[config.mk]
export PLATFORM = sky130hd
export DESIGN_NAME = oref_ctrl
export DESIGN_NICKNAME = d
export VERILOG_FILES = /design/src/oref_pkg.sv /design/src/oref_cmd_if.sv /design/src/oref_ctrl.sv /design/src/oref_buf.sv
export SDC_FILE = /design/constraint.sdc
export NUM_CORES = 1
export LEC_CHECK = 0
export ABC_CLOCK_PERIOD_IN_PS = 3300
export BUFFER_PORTS_ARGS = -buffer_cell sky130_fd_sc_hd__buf_2
export CAP_MARGIN = 10
export CORE_UTILIZATION = 30
export CTS_BUF_LIST = sky130_fd_sc_hd__clkbuf_2
export CTS_CLUSTER_DIAMETER = 60
export DETAILED_ROUTE_END_ITERATION = 10
export PLACE_DENSITY = 0.53
export SYNTH_ARGS = -nofsm -noshare
export SYNTH_HDL_FRONTEND = slang
export SYNTH_SLANG_ARGS = --single-unit
[constraint.sdc]
create_clock -name clock_i -period 3.3 [get_ports clock_i]
set_input_delay 0 -clock clock_i [delete_from_list [all_inputs] [get_ports clock_i]]
set_output_delay 0 -clock clock_i [all_outputs]
set_load 0.02 [all_outputs]
[src/oref_pkg.sv]
// constants and types shared by the reference control block
`default_nettype none
package oref_pkg;

  // ---------------------------------------------------------------
  // clock
  // ---------------------------------------------------------------
  localparam int unsigned CLK_HZ         = 40_000_000;
  localparam int unsigned CLK_PERIOD_NS  = 1_000_000_000 / CLK_HZ;

  // ---------------------------------------------------------------
  // pin timing, in ns as specified
  // ---------------------------------------------------------------
  localparam int unsigned SHUTDOWN_NS    = 2_500_000;
  localparam int unsigned DET_DELAY_NS   = 100_000;
  localparam int unsigned DET_LOW_NS     = 260_000;
  localparam int unsigned DET_WIN_NS     = 1_000_000;
  localparam int unsigned ACK_PULSE_NS   = 512_000;
  localparam int unsigned ACK_DELAY_NS   = 2_000;

  // least times round up, longest times round down
  localparam int unsigned SHUTDOWN_CYC_DEF  = (SHUTDOWN_NS + CLK_PERIOD_NS - 1) / CLK_PERIOD_NS;
  localparam int unsigned DET_DELAY_CYC     = (DET_DELAY_NS + CLK_PERIOD_NS - 1) / CLK_PERIOD_NS;
  localparam int unsigned DET_LOW_CYC_DEF   = (DET_LOW_NS + CLK_PERIOD_NS - 1) / CLK_PERIOD_NS;
  localparam int unsigned DET_WIN_CYC_DEF   = DET_WIN_NS / CLK_PERIOD_NS;
  localparam int unsigned ACK_PULSE_CYC_DEF = ACK_PULSE_NS / CLK_PERIOD_NS;
  localparam int unsigned ACK_DELAY_CYC     = (ACK_DELAY_NS + CLK_PERIOD_NS - 1) / CLK_PERIOD_NS;

  // ---------------------------------------------------------------
  // widths, command layout, reset values
  // ---------------------------------------------------------------
  localparam int unsigned CNT_W       = 20;
  localparam int unsigned LEVEL_W     = 5;
  localparam int unsigned MV_W        = 11;
  localparam int unsigned CMD_W       = 16;
  localparam int unsigned BUF_DEPTH   = 2;
  localparam logic [7:0]  DEV_ADDR    = 8'h72;
  localparam logic [4:0]  LAST_BIT    = 5'h0F;
  localparam logic [4:0]  ADDR_LAST   = 5'h07;
  localparam int unsigned ACK_REQ_POS = 7;
  localparam int unsigned SUB_HI_POS  = 6;
  localparam int unsigned SUB_LO_POS  = 5;
  localparam logic [LEVEL_W-1:0] LEVEL_RST = 5'h1F;

  // reference level in mV for each level code
  localparam logic [MV_W-1:0] LEVEL_MV_TAB [32] = '{
    11'h000, 11'h01F, 11'h031, 11'h044, 11'h056, 11'h068, 11'h07B, 11'h08D,
    11'h0A0, 11'h0B2, 11'h0C5, 11'h0D7, 11'h0EA, 11'h10E, 11'h133, 11'h158,
    11'h17D, 11'h1A2, 11'h1C7, 11'h1EC, 11'h210, 11'h235, 11'h25A, 11'h27F,
    11'h2C9, 11'h313, 11'h35C, 11'h3A6, 11'h3F0, 11'h43A, 11'h483, 11'h4CD
  };

  typedef enum logic [1:0] {
    OREF_OFF,
    OREF_DETECT,
    OREF_PWM,
    OREF_SERIAL
  } oref_mode_t;

endpackage
`default_nettype wire

[src/oref_cmd_if.sv]
// valid/ready carrier for received level codes
`timescale 1ns/10ps
`default_nettype none
interface oref_cmd_if;
  import oref_pkg::*;
  logic               valid;
  logic               ready;
  logic [LEVEL_W-1:0] data;

  modport src (output valid, output data, input ready);
  modport snk (input valid, input data, output ready);
endinterface // oref_cmd_if
`default_nettype wire

[src/oref_ctrl.sv]
// control-pin logic: enable, mode select, pwm gating, serial level receiver
`timescale 1ns/10ps
`default_nettype none
module oref_ctrl
  import oref_pkg::*;
#(
  parameter int unsigned SHUTDOWN_CYC  = SHUTDOWN_CYC_DEF,
  parameter int unsigned DET_LOW_CYC   = DET_LOW_CYC_DEF,
  parameter int unsigned DET_WIN_CYC   = DET_WIN_CYC_DEF,
  parameter int unsigned ACK_PULSE_CYC = ACK_PULSE_CYC_DEF
)
(
  input  wire logic            clock_i,
  input  wire logic            rst_n_i,
  input  wire logic            ctrl_i,
  output logic                 ctrl_o,
  output logic                 ctrl_oe_n_o,
  input  wire logic            supply_low_lockout_i,
  input  wire logic            over_temp_i,
  input  wire logic            level_hold_i,
  output logic                 switch_enable_o,
  output logic                 serial_mode_o,
  output logic                 ref_gate_o,
  output logic [LEVEL_W-1:0]   level_code_o,
  output logic [MV_W-1:0]      ref_level_mv_o
);

  // ---------------------------------------------------------------
  // state
  // ---------------------------------------------------------------
  typedef struct packed {
    logic               ctrl_s1;
    logic               ctrl_s2;
    logic               ctrl_d;
    logic               lock_s1;
    logic               lock_s2;
    logic               hot_s1;
    logic               hot_s2;
    oref_mode_t         mode;
    logic [CNT_W-1:0]   win_cnt;
    logic [CNT_W-1:0]   low_cnt;
    logic [CNT_W-1:0]   high_cnt;
    logic [CNT_W-1:0]   low_len;
    logic               det_ok;
    logic               bit_open;
    logic [4:0]         bit_idx;
    logic [CMD_W-1:0]   shreg;
    logic               bit_err;
    logic               ack_wait;
    logic               ack_on;
    logic [CNT_W-1:0]   ack_cnt;
    logic [LEVEL_W-1:0] level;
    logic [MV_W-1:0]    ref_mv;
    logic               gate;
    logic               en;
  } oref_state_t;

  oref_state_t st_ff;
  oref_state_t nxt_st;

  oref_cmd_if cmd_in ();
  oref_cmd_if cmd_out ();

  logic               pin;
  logic               rise;
  logic               fall;
  logic               fault;
  logic               bit_one;
  logic               bit_zero;
  logic [CMD_W-1:0]   cmd;
  logic               cmd_ok;
  logic               push_valid;
  logic [LEVEL_W-1:0] push_data;

  function automatic logic [CNT_W-1:0] sat_inc(input logic [CNT_W-1:0] c);
    return (&c) ? c : c + 1'b1;
  endfunction

  // ---------------------------------------------------------------
  // next state
  // ---------------------------------------------------------------
  always_comb
  begin
    nxt_st     = st_ff;
    push_valid = 1'b0;
    push_data  = '0;
    cmd        = '0;
    cmd_ok     = 1'b0;
    bit_one    = 1'b0;
    bit_zero   = 1'b0;

    // pin and fault indications pass two flops first
    nxt_st.ctrl_s1 = ctrl_i;
    nxt_st.ctrl_s2 = st_ff.ctrl_s1;
    nxt_st.ctrl_d  = st_ff.ctrl_s2;
    nxt_st.lock_s1 = supply_low_lockout_i;
    nxt_st.lock_s2 = st_ff.lock_s1;
    nxt_st.hot_s1  = over_temp_i;
    nxt_st.hot_s2  = st_ff.hot_s1;

    pin   = st_ff.ctrl_s2;
    rise  = pin && !st_ff.ctrl_d;
    fall  = !pin && st_ff.ctrl_d;
    fault = st_ff.lock_s2 || st_ff.hot_s2;

    // phase length counters
    nxt_st.low_cnt  = pin ? '0 : sat_inc(st_ff.low_cnt);
    nxt_st.high_cnt = pin ? sat_inc(st_ff.high_cnt) : '0;
    if (rise)
    begin
      nxt_st.low_len = st_ff.low_cnt;
    end
    nxt_st.win_cnt = sat_inc(st_ff.win_cnt);

    case (st_ff.mode)
      OREF_OFF:
      begin
        // a high pin after shutdown enables; thermal restart also lands here
        if (pin && !fault)
        begin
          nxt_st.mode    = OREF_DETECT;
          nxt_st.win_cnt = '0;
          nxt_st.det_ok  = 1'b0;
        end
      end
      OREF_DETECT:
      begin
        if (fall)
        begin
          nxt_st.det_ok = (st_ff.win_cnt >= CNT_W'(DET_DELAY_CYC));
        end
        if (!pin && st_ff.det_ok && st_ff.low_cnt >= CNT_W'(DET_LOW_CYC)
            && st_ff.win_cnt < CNT_W'(DET_WIN_CYC))
        begin
          nxt_st.mode     = OREF_SERIAL;
          nxt_st.bit_open = 1'b0;
          nxt_st.bit_idx  = '0;
          nxt_st.bit_err  = 1'b0;
          nxt_st.ack_wait = 1'b0;
          nxt_st.ack_on   = 1'b0;
        end
        else if (st_ff.win_cnt >= CNT_W'(DET_WIN_CYC))
        begin
          nxt_st.mode = OREF_PWM;
        end
      end
      OREF_PWM:
      begin
        nxt_st.mode = OREF_PWM;
      end
      OREF_SERIAL:
      begin
        if (st_ff.ack_on)
        begin
          nxt_st.ack_cnt = sat_inc(st_ff.ack_cnt);
          if (st_ff.ack_cnt >= CNT_W'(ACK_PULSE_CYC - 1))
          begin
            nxt_st.ack_on = 1'b0;
          end
        end
        else if (st_ff.ack_wait)
        begin
          nxt_st.ack_cnt = sat_inc(st_ff.ack_cnt);
          if (st_ff.ack_cnt >= CNT_W'(ACK_DELAY_CYC - 1))
          begin
            nxt_st.ack_wait = 1'b0;
            nxt_st.ack_on   = 1'b1;
            nxt_st.ack_cnt  = '0;
          end
        end
        else if (fall && !st_ff.bit_open)
        begin
          nxt_st.bit_open = 1'b1;
        end
        else if (fall)
        begin
          // ratio decides, whatever the bit rate
          bit_one  = {1'b0, st_ff.high_cnt} >= {st_ff.low_len, 1'b0};
          bit_zero = {1'b0, st_ff.low_len} >= {st_ff.high_cnt, 1'b0};
          cmd      = {st_ff.shreg[CMD_W-2:0], bit_one};
          nxt_st.shreg   = cmd;
          nxt_st.bit_err = st_ff.bit_err || !(bit_one || bit_zero);
          nxt_st.bit_idx = st_ff.bit_idx + 5'h01;
          if (st_ff.bit_idx == ADDR_LAST)
          begin
            nxt_st.bit_open = 1'b0;
          end
          if (st_ff.bit_idx == LAST_BIT)
          begin
            nxt_st.bit_open = 1'b0;
            nxt_st.bit_idx  = '0;
            nxt_st.bit_err  = 1'b0;
            // the error flag must include the bit just closed, before it is cleared
            cmd_ok = !(st_ff.bit_err || !(bit_one || bit_zero))
                     && cmd[CMD_W-1:8] == DEV_ADDR
                     && !cmd[SUB_HI_POS] && !cmd[SUB_LO_POS];
            push_valid = cmd_ok;
            push_data  = cmd[LEVEL_W-1:0];
            // a full buffer refuses the command, so it is not acknowledged
            if (cmd_ok && cmd_in.ready && cmd[ACK_REQ_POS])
            begin
              nxt_st.ack_wait = 1'b1;
              nxt_st.ack_cnt  = '0;
            end
          end
        end
      end
      default:
      begin
        nxt_st.mode = OREF_OFF;
      end
    endcase

    // shutdown from any enabled mode
    if (st_ff.mode != OREF_OFF
        && (fault || (!pin && st_ff.low_cnt >= CNT_W'(SHUTDOWN_CYC))))
    begin
      nxt_st.mode     = OREF_OFF;
      nxt_st.ack_wait = 1'b0;
      nxt_st.ack_on   = 1'b0;
    end

    // buffered level codes drain into the level register
    if (cmd_out.valid && cmd_out.ready)
    begin
      nxt_st.level = cmd_out.data;
    end

    nxt_st.en = (nxt_st.mode != OREF_OFF);
    case (nxt_st.mode)
      OREF_DETECT, OREF_PWM:
      begin
        nxt_st.gate   = pin;
        nxt_st.ref_mv = LEVEL_MV_TAB[LEVEL_RST];
      end
      OREF_SERIAL:
      begin
        nxt_st.gate   = 1'b1;
        nxt_st.ref_mv = LEVEL_MV_TAB[nxt_st.level];
      end
      default:
      begin
        nxt_st.gate   = 1'b0;
        nxt_st.ref_mv = LEVEL_MV_TAB[nxt_st.level];
      end
    endcase
  end

  always_ff @(posedge clock_i)
  begin
    if (!rst_n_i)
    begin
      st_ff        <= '0;
      st_ff.level  <= LEVEL_RST;
      st_ff.ref_mv <= LEVEL_MV_TAB[LEVEL_RST];
    end
    else
    begin
      st_ff <= nxt_st;
    end
  end

  // ---------------------------------------------------------------
  // command buffer
  // ---------------------------------------------------------------
  assign cmd_in.valid  = push_valid;
  assign cmd_in.data   = push_data;
  assign cmd_out.ready = !level_hold_i;

  oref_buf u_buf (
    .clock_i (clock_i),
    .rst_n_i (rst_n_i),
    .in_s    (cmd_in),
    .out_s   (cmd_out)
  );

  // ---------------------------------------------------------------
  // outputs
  // ---------------------------------------------------------------
  assign ctrl_o          = 1'b0;
  assign ctrl_oe_n_o     = !st_ff.ack_on;
  assign switch_enable_o = st_ff.en;
  assign serial_mode_o   = (st_ff.mode == OREF_SERIAL);
  assign ref_gate_o      = st_ff.gate;
  assign level_code_o    = st_ff.level;
  assign ref_level_mv_o  = st_ff.ref_mv;

endmodule // oref_ctrl
`default_nettype wire

[src/oref_buf.sv]
// two-entry buffer for received level codes
`timescale 1ns/10ps
`default_nettype none
module oref_buf
  import oref_pkg::*;
(
  input  wire logic  clock_i,
  input  wire logic  rst_n_i,
  oref_cmd_if.snk    in_s,
  oref_cmd_if.src    out_s
);

  // ---------------------------------------------------------------
  // state
  // ---------------------------------------------------------------
  typedef struct packed {
    logic [BUF_DEPTH-1:0][LEVEL_W-1:0] mem;
    logic                              wp;
    logic                              rp;
    logic [1:0]                        cnt;
  } oref_buf_t;

  oref_buf_t buf_ff;
  oref_buf_t nxt_buf;
  logic      push;
  logic      pop;

  assign in_s.ready  = (buf_ff.cnt != 2'h2);
  assign out_s.valid = (buf_ff.cnt != 2'h0);
  assign out_s.data  = buf_ff.mem[buf_ff.rp];

  // ---------------------------------------------------------------
  // next state
  // ---------------------------------------------------------------
  always_comb
  begin
    nxt_buf = buf_ff;
    push    = in_s.valid && in_s.ready;
    pop     = out_s.valid && out_s.ready;
    if (push)
    begin
      nxt_buf.mem[buf_ff.wp] = in_s.data;
      nxt_buf.wp             = ~buf_ff.wp;
    end
    if (pop)
    begin
      nxt_buf.rp = ~buf_ff.rp;
    end
    if (push && !pop)
    begin
      nxt_buf.cnt = buf_ff.cnt + 2'h1;
    end
    else if (pop && !push)
    begin
      nxt_buf.cnt = buf_ff.cnt - 2'h1;
    end
  end

  always_ff @(posedge clock_i)
  begin
    if (!rst_n_i)
    begin
      buf_ff <= '0;
    end
    else
    begin
      buf_ff <= nxt_buf;
    end
  end

endmodule // oref_buf
`default_nettype wire

==> impl_metrics.ini <==
[outcome]
outcome = completed

[routing]
avgViaCountPerCell = 4.85
first_pass_iters = 5
routed_wl_um = 20100
num_vias = 7447
drt-met1-wl_um = 9920
routedWlPerCell_um = 13.1
dr.max_layer_used = met4
drt_iter0_drc = 359
ant_nets = 0
drc = 0
wl_met3_um = 454
wl_met2_um = 9370

[placement]
place.gp.congestion = 0.838
dpl_cell_area_um2 = 9440
io_buffers = 25
dp_hpwl_um = 14800

[critical_path]
crit_path_end_kind = flip-flop
critPathTopFamily = simple AND/OR/NAND/NOR gates
startpoint_type = flip-flop
path_cells = inv_1, ha_1, nand4_1, nor4_1, o31ai_1, o21ai_0, buf_4, nor3_4, nor3b_2, ha_1, or3_1, a21boi_0
crit_path_frequent_cell = ha_1
critPathMaxStageDelay_ns = 0.41
required_ns = 4.00
worstSetupPathType = reg -> reg
arrival_ns = 3.75
crit_path_max_fanout = 7
crit_slowest_cell = dfxtp_2
cp.buffers_inverters = 2

[power]
power.leakage_nw = 3.54
vdd_drop_max_v = 0.000202
p_per_area_nw_per_um2 = 325

[sta]
tns_ns = 0
period_share_pct = 92.3
worst_pin_slew_ns = 0.849
max_freq_ghz = 0.328
finalSetupViolCount = 0
post-route-min-period_ns = 3.05
drv_slew = 0
skew_ns = 0.0464
final-hold-violation-count = 0
slew_headroom_pct = 43.4

[clock_network]
cts_buffer_depth = 2
clkTransAtPathRegs_ns = 0.25
clock_latency_ns = 0.76
h-tree-depth = 4
cts_buffers = 17
cts-root-buf = clkbuf_2
cts_sinks = 166
cts_tree = built

[floorplanning]
start_util_pct = 30.8
die_w_um = 174
dieArea_um2 = 30400
core_area_um2 = 28900
ios = 27
fp.dieH_um = 174
num_rows = 62

[logic_synthesis]
synth.ff_latch_count = 166
ys_types = 66
yosys.area_share.simple_pct = 25.6
syn_avg_cell_area_um2 = 8.03
ys_seq_area_share_pct = 37.3
yosysTopAreaCell = dfxtp_1
synth_edf_count = 0
ys.warnings.count = 0
synth_top_area_share_pct = 37.3
synth_xor_area_share_pct = 5.40
synthesis.nets = 1171
yosys_most_used_dff = dfxtp_1
synth_fa_ha_area_share_pct = 7.58
muxShareOfSynthArea_pct = 1.92
synth.cell_area_um2 = 8920
async_reset_ff_share_pct = 0
synth_top_family_by_area = simple AND/OR/NAND/NOR gates
synth_area_leaders = dfxtp_1 37%, ha_1 7.6%, nand2_1 6.3%
synth_compound_area_share_pct = 16.1
netlist_instances = 1111

[final_layout]
final_area_um2 = 9810
final_cell_mix = 157 x dfxtp_1, 150 x nand2_1, 119 x nor2_1
postLayoutCoreUtil_pct = 33.9
finalNetCount = 1197
area_growth_pct = 9.99
drive_above_1_share_pct = 9.57
final_common_cell = dfxtp_1

[grt]
grt_pass1_wl_um = 34800
grt_pass1_vias = 7178
antenna_found_initial = 1
grt_overflow = 0
grt_max_degree = 46
grtUsageTotal_pct = 13.8

[hold_path]
hp-class = in -> reg

[job]
maxCapViolations = 0
-- layer usage --
| layer | GRT usage [%] | vias to the layer above |
|---|---|---|
| met5 | 0 | - |
| met4 | 4.90 | 0 |
| met3 | 2.43 | 20 |
| met2 | 22.7 | 98 |
| met1 | 18.1 | 3439 |
| li1 | - | 3890 |
-- cells by family after synthesis --
kind of cell / after synthesis
and+or+nand+nor: 474
AOI/OAI and AO/OA: 221
DFF: 166
buffers and inverters: 123
xor gates and xnor gates: 55
adders and majority gates: 54
muxes: 17
other: 1
-- tightest hold or removal path, delay by kind of cell --
kind / cells / cell delay, ns
buf+inv: 2 / 0.76
simple gates: 1 / 0.09
-- final timing paths --
| path | start | endpoint | slack [ns] | cells after the start |
|---|---|---|---|---|
| setup reg to reg | st_ff[99] | u_buf.buf_ff[1] | 0.25 | 12 |
| hold / removal | rst_n_i | level_code_o[3] | 0.13 | 3 |
| setup / recovery | st_ff[99] | u_buf.buf_ff[1] | 0.25 | 12 |
| hold reg to reg | nxt_st[148] | st_ff[148] | 0.47 | 1 |
-- state kept, by name, indices dropped and copies added (netlist names) --
name	flops
pin	1
ref_level_mv_o	11
switch_enable_o	1
ref_gate_o	1
u_buf.buf_ff	14
level_code_o	5
nxt_st	3
st_ff	130
-- through the flow --
step | hold slack (ns) | worst slack (ns) | total power, mW | instances
6_report | 0.126 | 0.254 | 3.19 | 1535
2_1_floorplan | 0.127 | 0.388 | 2.16 | 1111
4_1_cts | 0.0336 | 0.0891 | 3.26 | 1533
3_3_place_gp | 0.211 | 0.158 | 2.19 | 1490
3_5_place_dp | 0.212 | 0.109 | 2.19 | 1490
5_1_grt | 0.0113 | -0.00799 | 3.36 | 1535
-- where the power goes --
part           total (mW)  internal (mW)  switching (mW)  leakage (nW)
combinational       0.124         0.0507          0.0734          2.06
sequential           2.04           2.03          0.0128          1.34
clock                1.03          0.281           0.747         0.135
total                3.19           2.36           0.833          3.54
-- cell usage after synthesis, drive strengths merged, types with 9 or more instances --
master,n
dfxtp,166
nand2,150
nor2,119
inv,63
a21oi,61
ha,54
a21boi,44
o21ai,43
nand3,41
clkbuf,38
xnor2,37
nor3,32
buf,22
nand4,20
xor2,18
and2,16
and3,16
mux2i,16
nor2b,16
nor4,15
a211oi,13
nand2b,10
or3,10
a31oi,9
-- area by class of cell --
class                      count  area (um2)
clock buffer                  18        90.1
multi-input combinational    822        5070
clock inverter                14         126
fill                        3084       19100
antenna                        1        2.50
tap                          384         480
timing repair buffer          67         468
sequential                   166        3330
inverter                      63         236
-- timing repair --
| item | in CTS | in global routing |
|---|---|---|
| resized for setup | 0 | 13 |
| hold buffers | 11 | 0 |
| endpoints found under the hold margin | 91 | 0 |
| buffers inserted | 0 | 1 |
| endpoints found under the setup margin | 0 | 4 |
Note: power is estimated with default switching activity, not from simulation.
